<file path="src/common/wsc_defines.svh">
// Purpose: Offsets, field positions, reset, restart and fail-safe values of the wake bank
// Assumes: 7-bit register address, 8-bit register data
// Notes: Definitions only
`ifndef WSC_DEFINES_SVH
`define WSC_DEFINES_SVH

// Register offsets
`define WSC_OFF_BUS_TWO 7'h05
`define WSC_OFF_INT_WAKE 7'h06
`define WSC_OFF_EXT_WAKE 7'h07
`define WSC_OFF_PULL 7'h08

// Field positions
`define WSC_BIT_PEAK_SEL 5
`define WSC_BIT_TMR_TWO 7
`define WSC_BIT_TMR_ONE 6
`define WSC_BIT_WD_STOP 2
`define WSC_BIT_INT_SCOPE 7
`define WSC_BIT_MEAS_SEL 5
`define WSC_BIT_WAKE_THREE 2
`define WSC_BIT_WAKE_TWO 1
`define WSC_BIT_WAKE_ONE 0

// Implemented bits; the rest are reserved, read zero, ignore writes
`define WSC_MASK_BUS_TWO 8'h20
`define WSC_MASK_INT_WAKE 8'hC4
`define WSC_MASK_EXT_WAKE 8'hA7
`define WSC_MASK_PULL 8'h3F

// Power-on and soft reset values
`define WSC_RST_BUS_TWO 8'h00
`define WSC_RST_INT_WAKE 8'h00
`define WSC_RST_EXT_WAKE 8'h07
`define WSC_RST_PULL 8'h00

// Restart: bits kept (x); all other bits forced to zero
`define WSC_KEEP_BUS_TWO 8'h20
`define WSC_KEEP_INT_WAKE 8'hC0
`define WSC_KEEP_EXT_WAKE 8'hA7
`define WSC_KEEP_PULL 8'h3F

// Fail-safe entry: kept bits and forced ones
`define WSC_FS_KEEP_EXT 8'hA0
`define WSC_FS_SET_EXT 8'h07
`define WSC_FS_BUS_TWO 8'h01

// Pull field codes
`define WSC_PULL_NONE 2'b00
`define WSC_PULL_DOWN 2'b01
`define WSC_PULL_UP 2'b10
`define WSC_PULL_AUTO 2'b11

// Transceiver codes that make the bus a wake source
`define WSC_CAN_WAKE_PLAIN 3'b001
`define WSC_CAN_WAKE_SEL 3'b101

`endif

</file>
<file path="src/common/wsc_pkg.sv">
// Purpose: Types shared by the wake source control bank
// Assumes: Constants live in wsc_defines.svh
// Notes: Types only
package wsc_pkg;
   // Chip operating state as seen by the bank
   typedef enum logic [1:0] {
      WSC_MODE_INIT,
      WSC_MODE_NORMAL,
      WSC_MODE_STOP,
      WSC_MODE_OTHER
   } wsc_mode_t;
endpackage

</file>
<file path="src/common/wsc_cfg_if.sv">
// Purpose: Carries the four register images from the bank to its helpers
// Assumes: One clock domain
// Notes: Reserved bits are already zero on these wires
`timescale 1ns/1ps
interface wsc_cfg_if;
   logic [7:0] bus_two;
   logic [7:0] int_wake;
   logic [7:0] ext_wake;
   logic [7:0] pull;
   logic normal_mode;
   modport src (output bus_two, output int_wake, output ext_wake, output pull,
      output normal_mode);
   modport dst (input bus_two, input int_wake, input ext_wake, input pull,
      input normal_mode);
endinterface

</file>
<file path="src/design/wsc_regs.sv">
// Purpose: Wake source control register bank with reset, restart and fail-safe loads
// Assumes: Register port is synchronous to core_clk_i; one access per cycle
// Notes: Reads answer one cycle after the request; reserved bits read zero
`timescale 1ns/1ps
`include "wsc_defines.svh"

// Operation
// - Bus control two bit 5 picks low (0) or high (1) peak threshold.
// - Peak threshold bit is writable only in init or normal state.
// - In stop state peak writes are dropped, no error, no interrupt.
// - Fail-safe entry forces external wake register to x0x0 0111.
// - Internal wake bits 7 and 6 enable timer two and timer one wake.
// - Internal wake bit 2 disables watchdog in stop; hardware may set it.
// - External bit 7: 0 only wake interrupts, 1 all status events.
// - External bit 5 set makes inputs one and two ignore wake enables.
// - Measurement select offers measurement in normal state instead of wake.
// - External bits 2..0 enable wake inputs three, two, one.
// - Reserved bits read zero and ignore writes.
// - Reset loads external 0000 0111, the other three all zeros.
// - Restart keeps external bits 7,5,2,1,0 and clears 6,4,3.
// - Restart keeps internal bits 7 and 6, clears the rest.
// - Restart keeps bus control two bit 5, clears the rest.
// - Restart keeps pull bits 5..0 and clears bits 7 and 6.
// - Pull codes: 00 none, 01 down, 10 up, 11 automatic.
// - Transceiver codes 001 and 101 count as bus wake capable.
module wsc_regs
   import wsc_pkg::*;
(
   input wire logic core_clk_i, // 250 MHz clock
   input wire logic sys_rst_i, // Power-on reset, sync, high
   input wire logic soft_rst_i, // Soft reset pulse
   input wire logic restart_i, // Restart entry pulse
   input wire logic failsafe_i, // Fail-safe entry pulse
   input wire logic [1:0] mode_i, // Operating state, wsc_mode_t
   input wire logic wr_en_i, // Register write strobe
   input wire logic rd_en_i, // Register read strobe
   input wire logic [6:0] addr_i, // Register address
   input wire logic [7:0] wdata_i, // Write data
   input wire logic hw_wd_upd_i, // Hardware update of watchdog stop bit
   input wire logic hw_wd_val_i, // Value for that update
   input wire logic [2:0] can_mode_i, // Transceiver mode field
   input wire logic wake_event_i, // Wake event pulse
   input wire logic status_event_i, // Other status event pulse
   output logic [7:0] rdata_o, // Read data
   output logic rd_valid_o, // Read answer pulse
   output logic access_err_o, // Unmapped access pulse
   output logic peak_current_threshold_sel_o, // High peak threshold
   output logic watchdog_stop_disable_b1_o, // Watchdog off in stop
   output logic int_scope_all_o, // All status bits interrupt
   output logic measure_mode_select_o, // Inputs one, two for measurement
   output logic [2:0] wake_en_o, // Effective wake enables three..one
   output logic [1:0] timer_wake_o, // Timer two, one wake enables
   output logic meas_active_o, // Measurement function available
   output logic can_wake_o, // Bus wake source active
   output logic [2:0] pull_up_o, // Pull-up per input
   output logic [2:0] pull_down_o, // Pull-down per input
   output logic [2:0] pull_auto_o, // Automatic pull per input
   output logic int_req_o // Interrupt request pulse
);
   // Merge written bits into the old image, reserved bits stay zero
   function automatic logic [7:0] wr_merge(input logic [7:0] old, input logic [7:0] data,
      input logic [7:0] mask);
      wr_merge = (old & ~mask) | (data & mask);
   endfunction

   // Restart load: keep x bits, force the rest to zero
   function automatic logic [7:0] keep_only(input logic [7:0] old, input logic [7:0] keep);
      keep_only = old & keep;
   endfunction

   logic [7:0] bus_two_q, bus_two_d;
   logic [7:0] int_wake_q, int_wake_d;
   logic [7:0] ext_wake_q, ext_wake_d;
   logic [7:0] pull_q, pull_d;
   logic [7:0] rdata_d;

   wsc_cfg_if cfg ();

   // Mode and address decode
   wire logic mode_init = (mode_i == WSC_MODE_INIT);
   wire logic mode_normal = (mode_i == WSC_MODE_NORMAL);
   wire logic mode_stop = (mode_i == WSC_MODE_STOP);
   wire logic hit_bus_two = (addr_i == `WSC_OFF_BUS_TWO);
   wire logic hit_int_wake = (addr_i == `WSC_OFF_INT_WAKE);
   wire logic hit_ext_wake = (addr_i == `WSC_OFF_EXT_WAKE);
   wire logic hit_pull = (addr_i == `WSC_OFF_PULL);
   wire logic hit_any = hit_bus_two | hit_int_wake | hit_ext_wake | hit_pull;
   wire logic reload = sys_rst_i | soft_rst_i;

   // Write qualifiers; peak bit only in init or normal, stop drops silently
   wire logic peak_wr_ok = mode_init | mode_normal;
   wire logic wr_bus_two = wr_en_i & hit_bus_two & peak_wr_ok;
   wire logic wr_int_wake = wr_en_i & hit_int_wake;
   wire logic wr_ext_wake = wr_en_i & hit_ext_wake;
   wire logic wr_pull = wr_en_i & hit_pull;
   // A stop-state peak write is a legal address, so it never flags an error
   wire logic err_d = (wr_en_i | rd_en_i) & ~hit_any;

   // Bus control two next value
   always_comb begin
      bus_two_d = bus_two_q;
      if (soft_rst_i) begin
         bus_two_d = `WSC_RST_BUS_TWO;
      end else if (failsafe_i) begin
         // Forced value passes the mask, so reserved bit 0 stays zero
         bus_two_d = `WSC_FS_BUS_TWO & `WSC_MASK_BUS_TWO;
      end else if (restart_i) begin
         bus_two_d = keep_only(bus_two_q, `WSC_KEEP_BUS_TWO);
      end else if (wr_bus_two) begin
         bus_two_d = wr_merge(bus_two_q, wdata_i, `WSC_MASK_BUS_TWO);
      end
   end

   // Internal wake next value; hardware update beats a software write
   always_comb begin
      int_wake_d = int_wake_q;
      if (soft_rst_i) begin
         int_wake_d = `WSC_RST_INT_WAKE;
      end else if (restart_i) begin
         int_wake_d = keep_only(int_wake_q, `WSC_KEEP_INT_WAKE);
      end else begin
         if (wr_int_wake) begin
            int_wake_d = wr_merge(int_wake_q, wdata_i, `WSC_MASK_INT_WAKE);
         end
         if (hw_wd_upd_i) begin
            int_wake_d[`WSC_BIT_WD_STOP] = hw_wd_val_i;
         end
      end
   end

   // External wake next value; fail-safe sets all three wake enable bits, keeps bits 7 and 5
   always_comb begin
      ext_wake_d = ext_wake_q;
      if (soft_rst_i) begin
         ext_wake_d = `WSC_RST_EXT_WAKE;
      end else if (failsafe_i) begin
         ext_wake_d = (ext_wake_q & `WSC_FS_KEEP_EXT) | `WSC_FS_SET_EXT;
      end else if (restart_i) begin
         ext_wake_d = keep_only(ext_wake_q, `WSC_KEEP_EXT_WAKE);
      end else if (wr_ext_wake) begin
         ext_wake_d = wr_merge(ext_wake_q, wdata_i, `WSC_MASK_EXT_WAKE);
      end
   end

   // Pull configuration next value
   always_comb begin
      pull_d = pull_q;
      if (soft_rst_i) begin
         pull_d = `WSC_RST_PULL;
      end else if (restart_i) begin
         pull_d = keep_only(pull_q, `WSC_KEEP_PULL);
      end else if (wr_pull) begin
         pull_d = wr_merge(pull_q, wdata_i, `WSC_MASK_PULL);
      end
   end

   // Read mux; unmapped addresses read zero
   always_comb begin
      rdata_d = 8'h00;
      if (hit_bus_two) begin
         rdata_d = bus_two_q;
      end else if (hit_int_wake) begin
         rdata_d = int_wake_q;
      end else if (hit_ext_wake) begin
         rdata_d = ext_wake_q;
      end else if (hit_pull) begin
         rdata_d = pull_q;
      end
   end

   // Register images
   always_ff @(posedge core_clk_i) begin
      if (sys_rst_i) begin
         bus_two_q <= `WSC_RST_BUS_TWO;
         int_wake_q <= `WSC_RST_INT_WAKE;
         ext_wake_q <= `WSC_RST_EXT_WAKE;
         pull_q <= `WSC_RST_PULL;
      end else begin
         bus_two_q <= bus_two_d;
         int_wake_q <= int_wake_d;
         ext_wake_q <= ext_wake_d;
         pull_q <= pull_d;
      end
   end

   // Read answer and error pulse
   always_ff @(posedge core_clk_i) begin
      if (sys_rst_i) begin
         rdata_o <= 8'h00;
         rd_valid_o <= 1'b0;
         access_err_o <= 1'b0;
      end else begin
         if (rd_en_i) begin
            rdata_o <= rdata_d;
         end
         rd_valid_o <= rd_en_i;
         access_err_o <= err_d;
      end
   end

   // Field outputs, registered one cycle behind the images
   always_ff @(posedge core_clk_i) begin
      if (sys_rst_i) begin
         peak_current_threshold_sel_o <= 1'b0;
         watchdog_stop_disable_b1_o <= 1'b0;
         int_scope_all_o <= 1'b0;
         measure_mode_select_o <= 1'b0;
      end else begin
         peak_current_threshold_sel_o <= bus_two_q[`WSC_BIT_PEAK_SEL];
         watchdog_stop_disable_b1_o <= int_wake_q[`WSC_BIT_WD_STOP];
         int_scope_all_o <= ext_wake_q[`WSC_BIT_INT_SCOPE];
         measure_mode_select_o <= ext_wake_q[`WSC_BIT_MEAS_SEL];
      end
   end

   // Images to the helpers
   assign cfg.bus_two = bus_two_q;
   assign cfg.int_wake = int_wake_q;
   assign cfg.ext_wake = ext_wake_q;
   assign cfg.pull = pull_q;
   assign cfg.normal_mode = mode_normal;

   // Effective wake enables, pull selections and bus wake flag
   wsc_wake_decode u_decode (
      .core_clk_i(core_clk_i),
      .sys_rst_i(sys_rst_i),
      .cfg(cfg),
      .can_mode_i(can_mode_i), // Transceiver code, decoded below
      .wake_en_o(wake_en_o),
      .timer_wake_o(timer_wake_o),
      .meas_active_o(meas_active_o),
      .can_wake_o(can_wake_o),
      .pull_up_o(pull_up_o),
      .pull_down_o(pull_down_o),
      .pull_auto_o(pull_auto_o)
   );

   // Dropped stop-state writes never reach this gate as events
   wsc_int_gate u_int (
      .core_clk_i(core_clk_i),
      .sys_rst_i(sys_rst_i),
      .cfg(cfg),
      .wake_event_i(wake_event_i),
      .status_event_i(status_event_i),
      .int_req_o(int_req_o)
   );

   wire logic quiet = !soft_rst_i && !failsafe_i && !restart_i;

   property p_stop_drop;
      @(posedge core_clk_i) disable iff (sys_rst_i)
      (wr_en_i && hit_bus_two && mode_stop && quiet) |=> (bus_two_q == $past(bus_two_q));
   endproperty
   a_stop_drop: assert property (p_stop_drop) else $error("stop write took effect");

   property p_stop_no_err;
      @(posedge core_clk_i) disable iff (sys_rst_i)
      (wr_en_i && hit_bus_two && mode_stop) |=> !access_err_o;
   endproperty
   a_stop_no_err: assert property (p_stop_no_err) else $error("stop write flagged");

   property p_peak_write;
      @(posedge core_clk_i) disable iff (sys_rst_i)
      (wr_en_i && hit_bus_two && (mode_init || mode_normal) && quiet)
         |=> ##1 (peak_current_threshold_sel_o == $past(wdata_i[`WSC_BIT_PEAK_SEL], 2));
   endproperty
   a_peak_write: assert property (p_peak_write) else $error("peak bit not written");

   property p_reserved;
      @(posedge core_clk_i) disable iff (sys_rst_i)
      ((bus_two_q & ~`WSC_MASK_BUS_TWO) == 8'h00) && ((int_wake_q & ~`WSC_MASK_INT_WAKE) == 8'h00)
         && ((ext_wake_q & ~`WSC_MASK_EXT_WAKE) == 8'h00) && ((pull_q & ~`WSC_MASK_PULL) == 8'h00);
   endproperty
   a_reserved: assert property (p_reserved) else $error("reserved bit set");

   property p_failsafe;
      @(posedge core_clk_i) disable iff (sys_rst_i)
      (failsafe_i && !soft_rst_i)
         |=> (ext_wake_q == (($past(ext_wake_q) & 8'hA0) | 8'h07)) ##1 (wake_en_o[2] == 1'b1);
   endproperty
   a_failsafe: assert property (p_failsafe) else $error("fail-safe load wrong");

   property p_restart_ext;
      @(posedge core_clk_i) disable iff (sys_rst_i)
      (restart_i && !soft_rst_i && !failsafe_i) |=> (ext_wake_q == ($past(ext_wake_q) & 8'hA7));
   endproperty
   a_restart_ext: assert property (p_restart_ext) else $error("restart external wrong");

   property p_restart_int;
      @(posedge core_clk_i) disable iff (sys_rst_i)
      (restart_i && !soft_rst_i) |=> (int_wake_q == ($past(int_wake_q) & 8'hC0));
   endproperty
   a_restart_int: assert property (p_restart_int) else $error("restart internal wrong");

   property p_restart_bus;
      @(posedge core_clk_i) disable iff (sys_rst_i)
      (restart_i && quiet == 1'b0 && !soft_rst_i && !failsafe_i)
         |=> (bus_two_q == ($past(bus_two_q) & 8'h20));
   endproperty
   a_restart_bus: assert property (p_restart_bus) else $error("restart bus two wrong");

   property p_restart_pull;
      @(posedge core_clk_i) disable iff (sys_rst_i)
      (restart_i && !soft_rst_i) |=> (pull_q == ($past(pull_q) & 8'h3F));
   endproperty
   a_restart_pull: assert property (p_restart_pull) else $error("restart pull wrong");

   property p_soft_reset;
      @(posedge core_clk_i) disable iff (sys_rst_i)
      soft_rst_i |=> (ext_wake_q == 8'h07) && (bus_two_q == 8'h00) && (int_wake_q == 8'h00)
         && (pull_q == 8'h00);
   endproperty
   a_soft_reset: assert property (p_soft_reset) else $error("soft reset values wrong");

   property p_hw_wd;
      @(posedge core_clk_i) disable iff (sys_rst_i)
      (hw_wd_upd_i && !soft_rst_i && !restart_i)
         |=> ##1 (watchdog_stop_disable_b1_o == $past(hw_wd_val_i, 2));
   endproperty
   a_hw_wd: assert property (p_hw_wd) else $error("hardware watchdog update lost");

   property p_meas_normal;
      @(posedge core_clk_i) disable iff (sys_rst_i)
      (ext_wake_q[`WSC_BIT_MEAS_SEL] && mode_normal) |=> meas_active_o;
   endproperty
   a_meas_normal: assert property (p_meas_normal) else $error("measurement not offered");

   property p_read;
      @(posedge core_clk_i) disable iff (sys_rst_i)
      (rd_en_i && hit_ext_wake) |=> rd_valid_o && (rdata_o == $past(ext_wake_q));
   endproperty
   a_read: assert property (p_read) else $error("read data wrong");
endmodule // wsc_regs

</file>
<file path="src/design/wsc_wake_decode.sv">
// Purpose: Turns the register images into effective wake enables and pull selections
// Assumes: Registered outputs, one cycle behind the registers
// Notes: Measurement use of inputs one and two masks their wake enables
`timescale 1ns/1ps
`include "wsc_defines.svh"
module wsc_wake_decode
   import wsc_pkg::*;
(
   input wire logic core_clk_i, // 250 MHz clock
   input wire logic sys_rst_i, // Sync reset, high
   wsc_cfg_if.dst cfg, // Register images
   input wire logic [2:0] can_mode_i, // Transceiver mode field
   output logic [2:0] wake_en_o, // Effective wake enables 3..1
   output logic [1:0] timer_wake_o, // Timer two, timer one wake
   output logic meas_active_o, // Measurement available
   output logic can_wake_o, // Bus counts as wake source
   output logic [2:0] pull_up_o, // Pull-up per input
   output logic [2:0] pull_down_o, // Pull-down per input
   output logic [2:0] pull_auto_o // Automatic pull per input
);
   // Decode one two-bit pull field into up, down, auto
   function automatic logic [2:0] pull_dec(input logic [1:0] code);
      pull_dec = {code == `WSC_PULL_AUTO, code == `WSC_PULL_DOWN, code == `WSC_PULL_UP};
   endfunction

   wire logic meas_sel = cfg.ext_wake[`WSC_BIT_MEAS_SEL];
   wire logic [2:0] wake_d = {cfg.ext_wake[`WSC_BIT_WAKE_THREE],
      cfg.ext_wake[`WSC_BIT_WAKE_TWO] & ~meas_sel,
      cfg.ext_wake[`WSC_BIT_WAKE_ONE] & ~meas_sel};
   wire logic [2:0] p1 = pull_dec(cfg.pull[1:0]);
   wire logic [2:0] p2 = pull_dec(cfg.pull[3:2]);
   wire logic [2:0] p3 = pull_dec(cfg.pull[5:4]);
   wire logic can_d = (can_mode_i == `WSC_CAN_WAKE_PLAIN) ||
      (can_mode_i == `WSC_CAN_WAKE_SEL);

   // Register everything so top outputs come from flops
   always_ff @(posedge core_clk_i) begin
      if (sys_rst_i) begin
         wake_en_o <= 3'h7;
         timer_wake_o <= 2'h0;
         meas_active_o <= 1'b0;
         can_wake_o <= 1'b0;
         pull_up_o <= 3'h0;
         pull_down_o <= 3'h0;
         pull_auto_o <= 3'h0;
      end else begin
         wake_en_o <= wake_d;
         timer_wake_o <= {cfg.int_wake[`WSC_BIT_TMR_TWO],
            cfg.int_wake[`WSC_BIT_TMR_ONE]};
         meas_active_o <= meas_sel & cfg.normal_mode;
         can_wake_o <= can_d;
         pull_up_o <= {p3[0], p2[0], p1[0]};
         pull_down_o <= {p3[1], p2[1], p1[1]};
         pull_auto_o <= {p3[2], p2[2], p1[2]};
      end
   end

   property p_meas_mask;
      @(posedge core_clk_i) disable iff (sys_rst_i)
      meas_sel |=> (wake_en_o[1:0] == 2'h0);
   endproperty
   a_meas_mask: assert property (p_meas_mask) else $error("wake one/two not masked");
endmodule // wsc_wake_decode

</file>
<file path="src/design/wsc_int_gate.sv">
// Purpose: Gates wake and status events onto the interrupt request
// Assumes: Events are one-cycle pulses from the status logic
// Notes: Scope bit widens the request to all status events
`timescale 1ns/1ps
`include "wsc_defines.svh"
module wsc_int_gate
   import wsc_pkg::*;
(
   input wire logic core_clk_i, // 250 MHz clock
   input wire logic sys_rst_i, // Sync reset, high
   wsc_cfg_if.dst cfg, // Register images
   input wire logic wake_event_i, // Any wake event pulse
   input wire logic status_event_i, // Other status event pulse
   output logic int_req_o // Interrupt request pulse
);
   wire logic scope_all = cfg.ext_wake[`WSC_BIT_INT_SCOPE];
   wire logic req_d = wake_event_i | (scope_all & status_event_i);

   // One-cycle request, one clock behind the event
   always_ff @(posedge core_clk_i) begin
      if (sys_rst_i) begin
         int_req_o <= 1'b0;
      end else begin
         int_req_o <= req_d;
      end
   end

   property p_scope_narrow;
      @(posedge core_clk_i) disable iff (sys_rst_i)
      (!scope_all && !wake_event_i) |=> !int_req_o;
   endproperty
   a_scope_narrow: assert property (p_scope_narrow) else $error("status leaked");
endmodule // wsc_int_gate

</file>
<file path="config.mk">
export PLATFORM = sky130hd
export DESIGN_NAME = wsc_regs
export DESIGN_NICKNAME = d
export VERILOG_FILES = /design/src/common/wsc_pkg.sv /design/src/common/wsc_cfg_if.sv /design/src/design/wsc_regs.sv /design/src/design/wsc_wake_decode.sv /design/src/design/wsc_int_gate.sv
export VERILOG_INCLUDE_DIRS = /design/src /design/src/common
export SDC_FILE = /design/constraint.sdc
export NUM_CORES = 1
export LEC_CHECK = 0
export BUFFER_PORTS_ARGS = -buffer_cell sky130_fd_sc_hd__buf_2
export CORE_UTILIZATION = 45
export DETAILED_ROUTE_END_ITERATION = 6
export PLACE_DENSITY = 0.73
export RECOVER_POWER = 50
export SLEW_MARGIN = 20
export SYNTH_ARGS = -nofsm -noshare
export SYNTH_HDL_FRONTEND = slang
export SYNTH_HIERARCHICAL = 1
export SYNTH_SLANG_ARGS = --single-unit
</file>
<file path="constraint.sdc">
create_clock -name core_clk_i -period 1.3 [get_ports core_clk_i]
set_input_delay 0.13 -clock core_clk_i [delete_from_list [all_inputs] [get_ports core_clk_i]]
set_output_delay 0.13 -clock core_clk_i [all_outputs]
set_load 0.01 [all_outputs]
</file>
# Word level (Yosys, flattened, before mapping)
# Index checks and enable logic that the tools add are counted.
# word_totals
elab_cells,83
register_bits,63
# op_classes
n_eq_ne,16
n_reduce_logical,12
n_mux,6
n_bitwise,24
# op_table
cell,n
$mux W8,4
$eq A7 B3 Y1 const B,3
$or A8 B6 Y8,2
$eq A2 B2 Y1 const B,6
$and A1 B1 Y1,10
$eq A2 B1 Y1 const B,4
$or A6 B8 Y8,1
$or A7 B8 Y8,1
$reduce_and A2 Y1,4
$eq A7 B4 Y1 const B,1
$or A1 B1 Y1,6
$reduce_or A3 Y1,2
$not A1 Y1,4
$reduce_or A4 Y1,1
$eq A3 B1 Y1 const B,1
$eq A3 B3 Y1 const B,1
$mux W3,1
$reduce_and A3 Y1,1
$logic_not A2 Y1,1
$reduce_bool A2 Y1,1
$reduce_or A2 Y1,1
$logic_or A1 B1 Y1,1
$mux W1,1

# Longest topological paths before layout
# logic_depth
depth_word,6
mapped_depth,5
ltp_nobuf,3

# Modules after synthesis
# Netlist, hierarchy kept.
# modules_own_cells
mod,instances,area_each_um2,seq_area_each_um2,cells_per_inst
wsc_regs,1,1392.6,580.6,155
wsc_wake_decode,1,499.2,320.3,35
wsc_int_gate,1,28.8,20.0,3

# Worst setup path after synthesis
# Ideal clock, no wire load.
# synth_timing
kind,in2reg
from,input addr_i[6]
to,register ext_wake_q[0] (netlist: cfg.ext_wake[0])
n_path_buf,2
arrival_time_ns,1.083
slack_ns,0.080
cell_stages,5
required_ns,1.163
path_cell_list,or3_1 -> buf_2 -> buf_6 -> nor4_1 -> o21ai_1
# synth_via
elab_chain_len,3
# synth_lines
element,line,rtl
"start, declared",wsc_regs.sv:37,"input wire logic [6:0] addr_i,"
$eq A7 B3 Y1 (no source line),n/a,
$and A1 B1 Y1,wsc_regs.sv:94,wire logic wr_ext_wake = wr_en_i & hit_ext_wake;
$reduce_and A2 Y1 (no source line),n/a,
"end signal, assigned",wsc_regs.sv:176,ext_wake_q <= `WSC_RST_EXT_WAKE;
"end signal, assigned",wsc_regs.sv:181,ext_wake_q <= ext_wake_d;
"end, declared",wsc_regs.sv:73,"logic [7:0] ext_wake_q, ext_wake_d;"
# No other way between the ends.
# A chain may end at the register's enable or synchronous reset.

# Worst setup path in the final report
# layout_timing
from,register int_wake_q[2] (netlist: cfg.int_wake[2])
to,register rdata_o[2]
# layout_via
elab_chain_len,2
# layout_lines
element,line,rtl
"start, declared",wsc_regs.sv:72,"logic [7:0] int_wake_q, int_wake_d;"
"start signal, assigned",wsc_regs.sv:175,int_wake_q <= `WSC_RST_INT_WAKE;
"start signal, assigned",wsc_regs.sv:180,int_wake_q <= int_wake_d;
$mux W8,wsc_regs.sv:162,end else if (hit_int_wake) begin
$mux W8,wsc_regs.sv:160,if (hit_bus_two) begin
"end signal, assigned",wsc_regs.sv:194,rdata_o <= rdata_d;
"end, declared",wsc_regs.sv:44,"output logic [7:0] rdata_o,"
# No other way between the ends.

==> key figures <==
Outcome
  • Status: completed

Worst setup path
  • CP max FO: 3
  • Crit-path cells: or3b_1 > a211oi_1 > nor4_1
  • Worst Setup Start Kind: flip-flop
  • Critical path buffers and inverters: 0
  • Worst r2r src: cfg.int_wake[2]
  • CP peak stage delay: between 300 and 400 ps
  • Arrival @ worst endpoint: around 1300 ps
  • Crit path max-delay family: simple AND/OR/NAND/NOR gates
  • Slowest stage cell, crit path: or3b_1
  • Critical path class: reg2reg
  • Critical path startpoint: cfg.int_wake[2]
  • CP Capture Type: flip-flop
  • Critical path endpoint: rdata_o[2]
  • Worst Path Required: 1480 ps
  • Worst R2R Setup Slack: about 170 ps
  • Register-to-Register Path Depth: 3
  • WP depth: 3
  • Reg2reg end: rdata_o[2]

CTS
  • CTS tree: yes
  • Post-CTS setup buffers: 0
  • Number of H-tree levels: 2
  • Clock Tree Root: clkbuf_8
  • Clock Sinks: 46
  • CTS clk-pin slew, worst paths: ~80 ps
  • Clock Tree Buf Depth: 2
  • CTS Buf Count: 5
  • Worst-Skew Late Latency: 300 ps

Routing
  • Via-to-Cell Ratio: 5.40
  • WL per Instance: 14.4 µm
  • Number of routed nets with antenna violations: 0
  • DR DRC count: 0
  • Final WL: 4.54 mm
  • Detailed-route via count: 1702
  • Pre-antenna DRT Iters: 4
  • Starting DRT DRC Count: 92

Placed design
  • IO buf count: 60
  • RD Place Congestion: between 0.9 and 1
  • Hpwl dp: 3.37 mm
  • # placed instances: approximately 310

Die
  • FP Rows: 23
  • Die Wd: 67.3 µm
  • Core area: 4060 µm²
  • Initial Util: a little under half
  • Die extent in y: 67.3 µm
  • Total die area: 4520 µm²
  • I/O Pins: 62

Pwr
  • Pwr Density: between 1000 and 1500 nW/µm²
  • Leakage Power: between 0.9 and 1 nW
  • Max VDD drop: around 0.42 mV
  • Tot Pwr: ~2.5 mW

Timing
  • Min Hold Slack: 45.1 ps
  • RSZ-0062 raised after global routing: no
  • Crit share post-route: around 87%
  • Slew margin rel.: around 69%
  • Worst-margin pin slew: 463 ps
  • Fin crit period: 1130 ps
  • Final Setup Violations: 0
  • Max-slew violations: 0
  • Final Hold Viols: 0
  • Fmax: 0.882 GHz
  • Clk_skew: 3.80 ps
  • Final setup TNS: 0 ps

Global route
  • Met1 Track Usage GR: 29.9%
  • Gr usage total: 22.2%
  • Largest net degree at the start of global routing: 16
  • GR Util met3: 4.73%
  • First-pass GRT wire length: roughly 7.4 mm
  • GRT busiest layer: met2
  • Initial antenna violation count: 0
  • Vias in the first global route: 1593
  • Grt met2 use: between 30% and 40%
  • Total gr overflow: 0

Flow run
  • Max-cap check violation count: 0

Layout
  • Ant. Diodes: 0
  • Multi-input gate area: 875 µm²
  • Register area: 921 µm²
  • Fraction of layout cells with a size suffix above 1: 29.8%
  • Fin cells: ~320
  • Nets@finish: between 200 and 300
  • Fill count: 384
  • Layout area overhead: 25.1%

Synthesis
  • Syn Area/Cell: ~10 µm²
  • Net Count, Synth: around 220
  • Post-synthesis instance total: 192
  • YS warnings: 6
  • Cell Area, Synth: 1920 µm²

Worst hold path
  • Hold WC Path Type: in2reg
==> where the power goes <==
group | internal [mW] | switching [mW] | leakage [nW]
logic | 0.110 | 0.134 | 0.527
registers | 1.42 | 0.00239 | 0.372
clock network | 0.369 | 0.464 | 0.0373
==> worst reg2reg max path, delay by kind of cell (launching register included) <==
kind	cells	cell delay, ps
flip-flops	1	330
AND/OR/NAND/NOR	2	440
AO/OA/AOI/OAI	1	250
==> registers in the layout, summed over array words and instances (netlist names), 2 cells and up <==
register	cells
cfg.pull	6
cfg.ext_wake	5
u_decode/timer_wake_o	2
rdata_o	8
u_decode/pull_up_o	3
u_decode/pull_auto_o	3
cfg.int_wake	3
u_decode/wake_en_o	3
u_decode/pull_down_o	3
==> repair_timing <==
action                                 CTS  global route
gates resized for setup                  0             0
endpoints found under the hold margin    1             0
hold buffers                             1             0
==> how the worst min path moves through the flow <==
| stage | start | to | slack (ps) | cells past startpoint |
|---|---|---|---|---|
| 2_1_floorplan | can_mode_i[1] | u_decode/can_wake_o | 200 | 1 |
| 3_3_place_gp | can_mode_i[1] | u_decode/can_wake_o | 300 | 2 |
| 3_5_place_dp | can_mode_i[1] | u_decode/can_wake_o | 300 | 2 |
| 4_1_cts | wake_event_i | u_int/int_req_o | 50 | 3 |
| 5_1_grt | wake_event_i | u_int/int_req_o | 50 | 3 |
| 6_report | wake_event_i | u_int/int_req_o | 50 | 3 |
==> routing by layer <==
metal	wire, µm	vias up	part of all wire, %
li1	-	861	-
met1	2200	764	48
met2	2000	67	44
met3	237	10	5.2
met4	98	0	2.2
met5	0	-	0
==> layout make-up <==
class | instances | area share, %
multi-input combinational | 128 | 36.5
sequential | 46 | 38.4
tap | 50 | 2.61
clock inverter | 1 | 0.313
inverter | 3 | 0.469
clock buffer | 6 | 3.03
timing repair buffer | 81 | 18.7
==> through the flow <==
step | setup WS [ps] | util (%) | instance area, µm²
5_1_grt | 79.0 | 59.1 | 2400
3_3_place_gp | -61.1 | 58.3 | 2370
2_1_floorplan | 79.5 | - | 1920
6_report | 166 | 59.1 | 2400
3_5_place_dp | -96.4 | 58.3 | 2370
4_1_cts | 181 | 60.6 | 2460
==> placed cells by master, fill, tap and decap left out, types with 4 or more instances in the layout <==
master    instances
buf_4            18
nand2_1           6
buf_2            44
o21ai_1           6
nand4_1          15
clkbuf_1         18
dfxtp_1          46
nor3b_1           7
nor4_1            4
nor2_1            5
a21oi_1          16
o31ai_1           9
clkbuf_8          5
nor2b_1           8
nand2b_1          8
(Power assumes the default switching activity.)
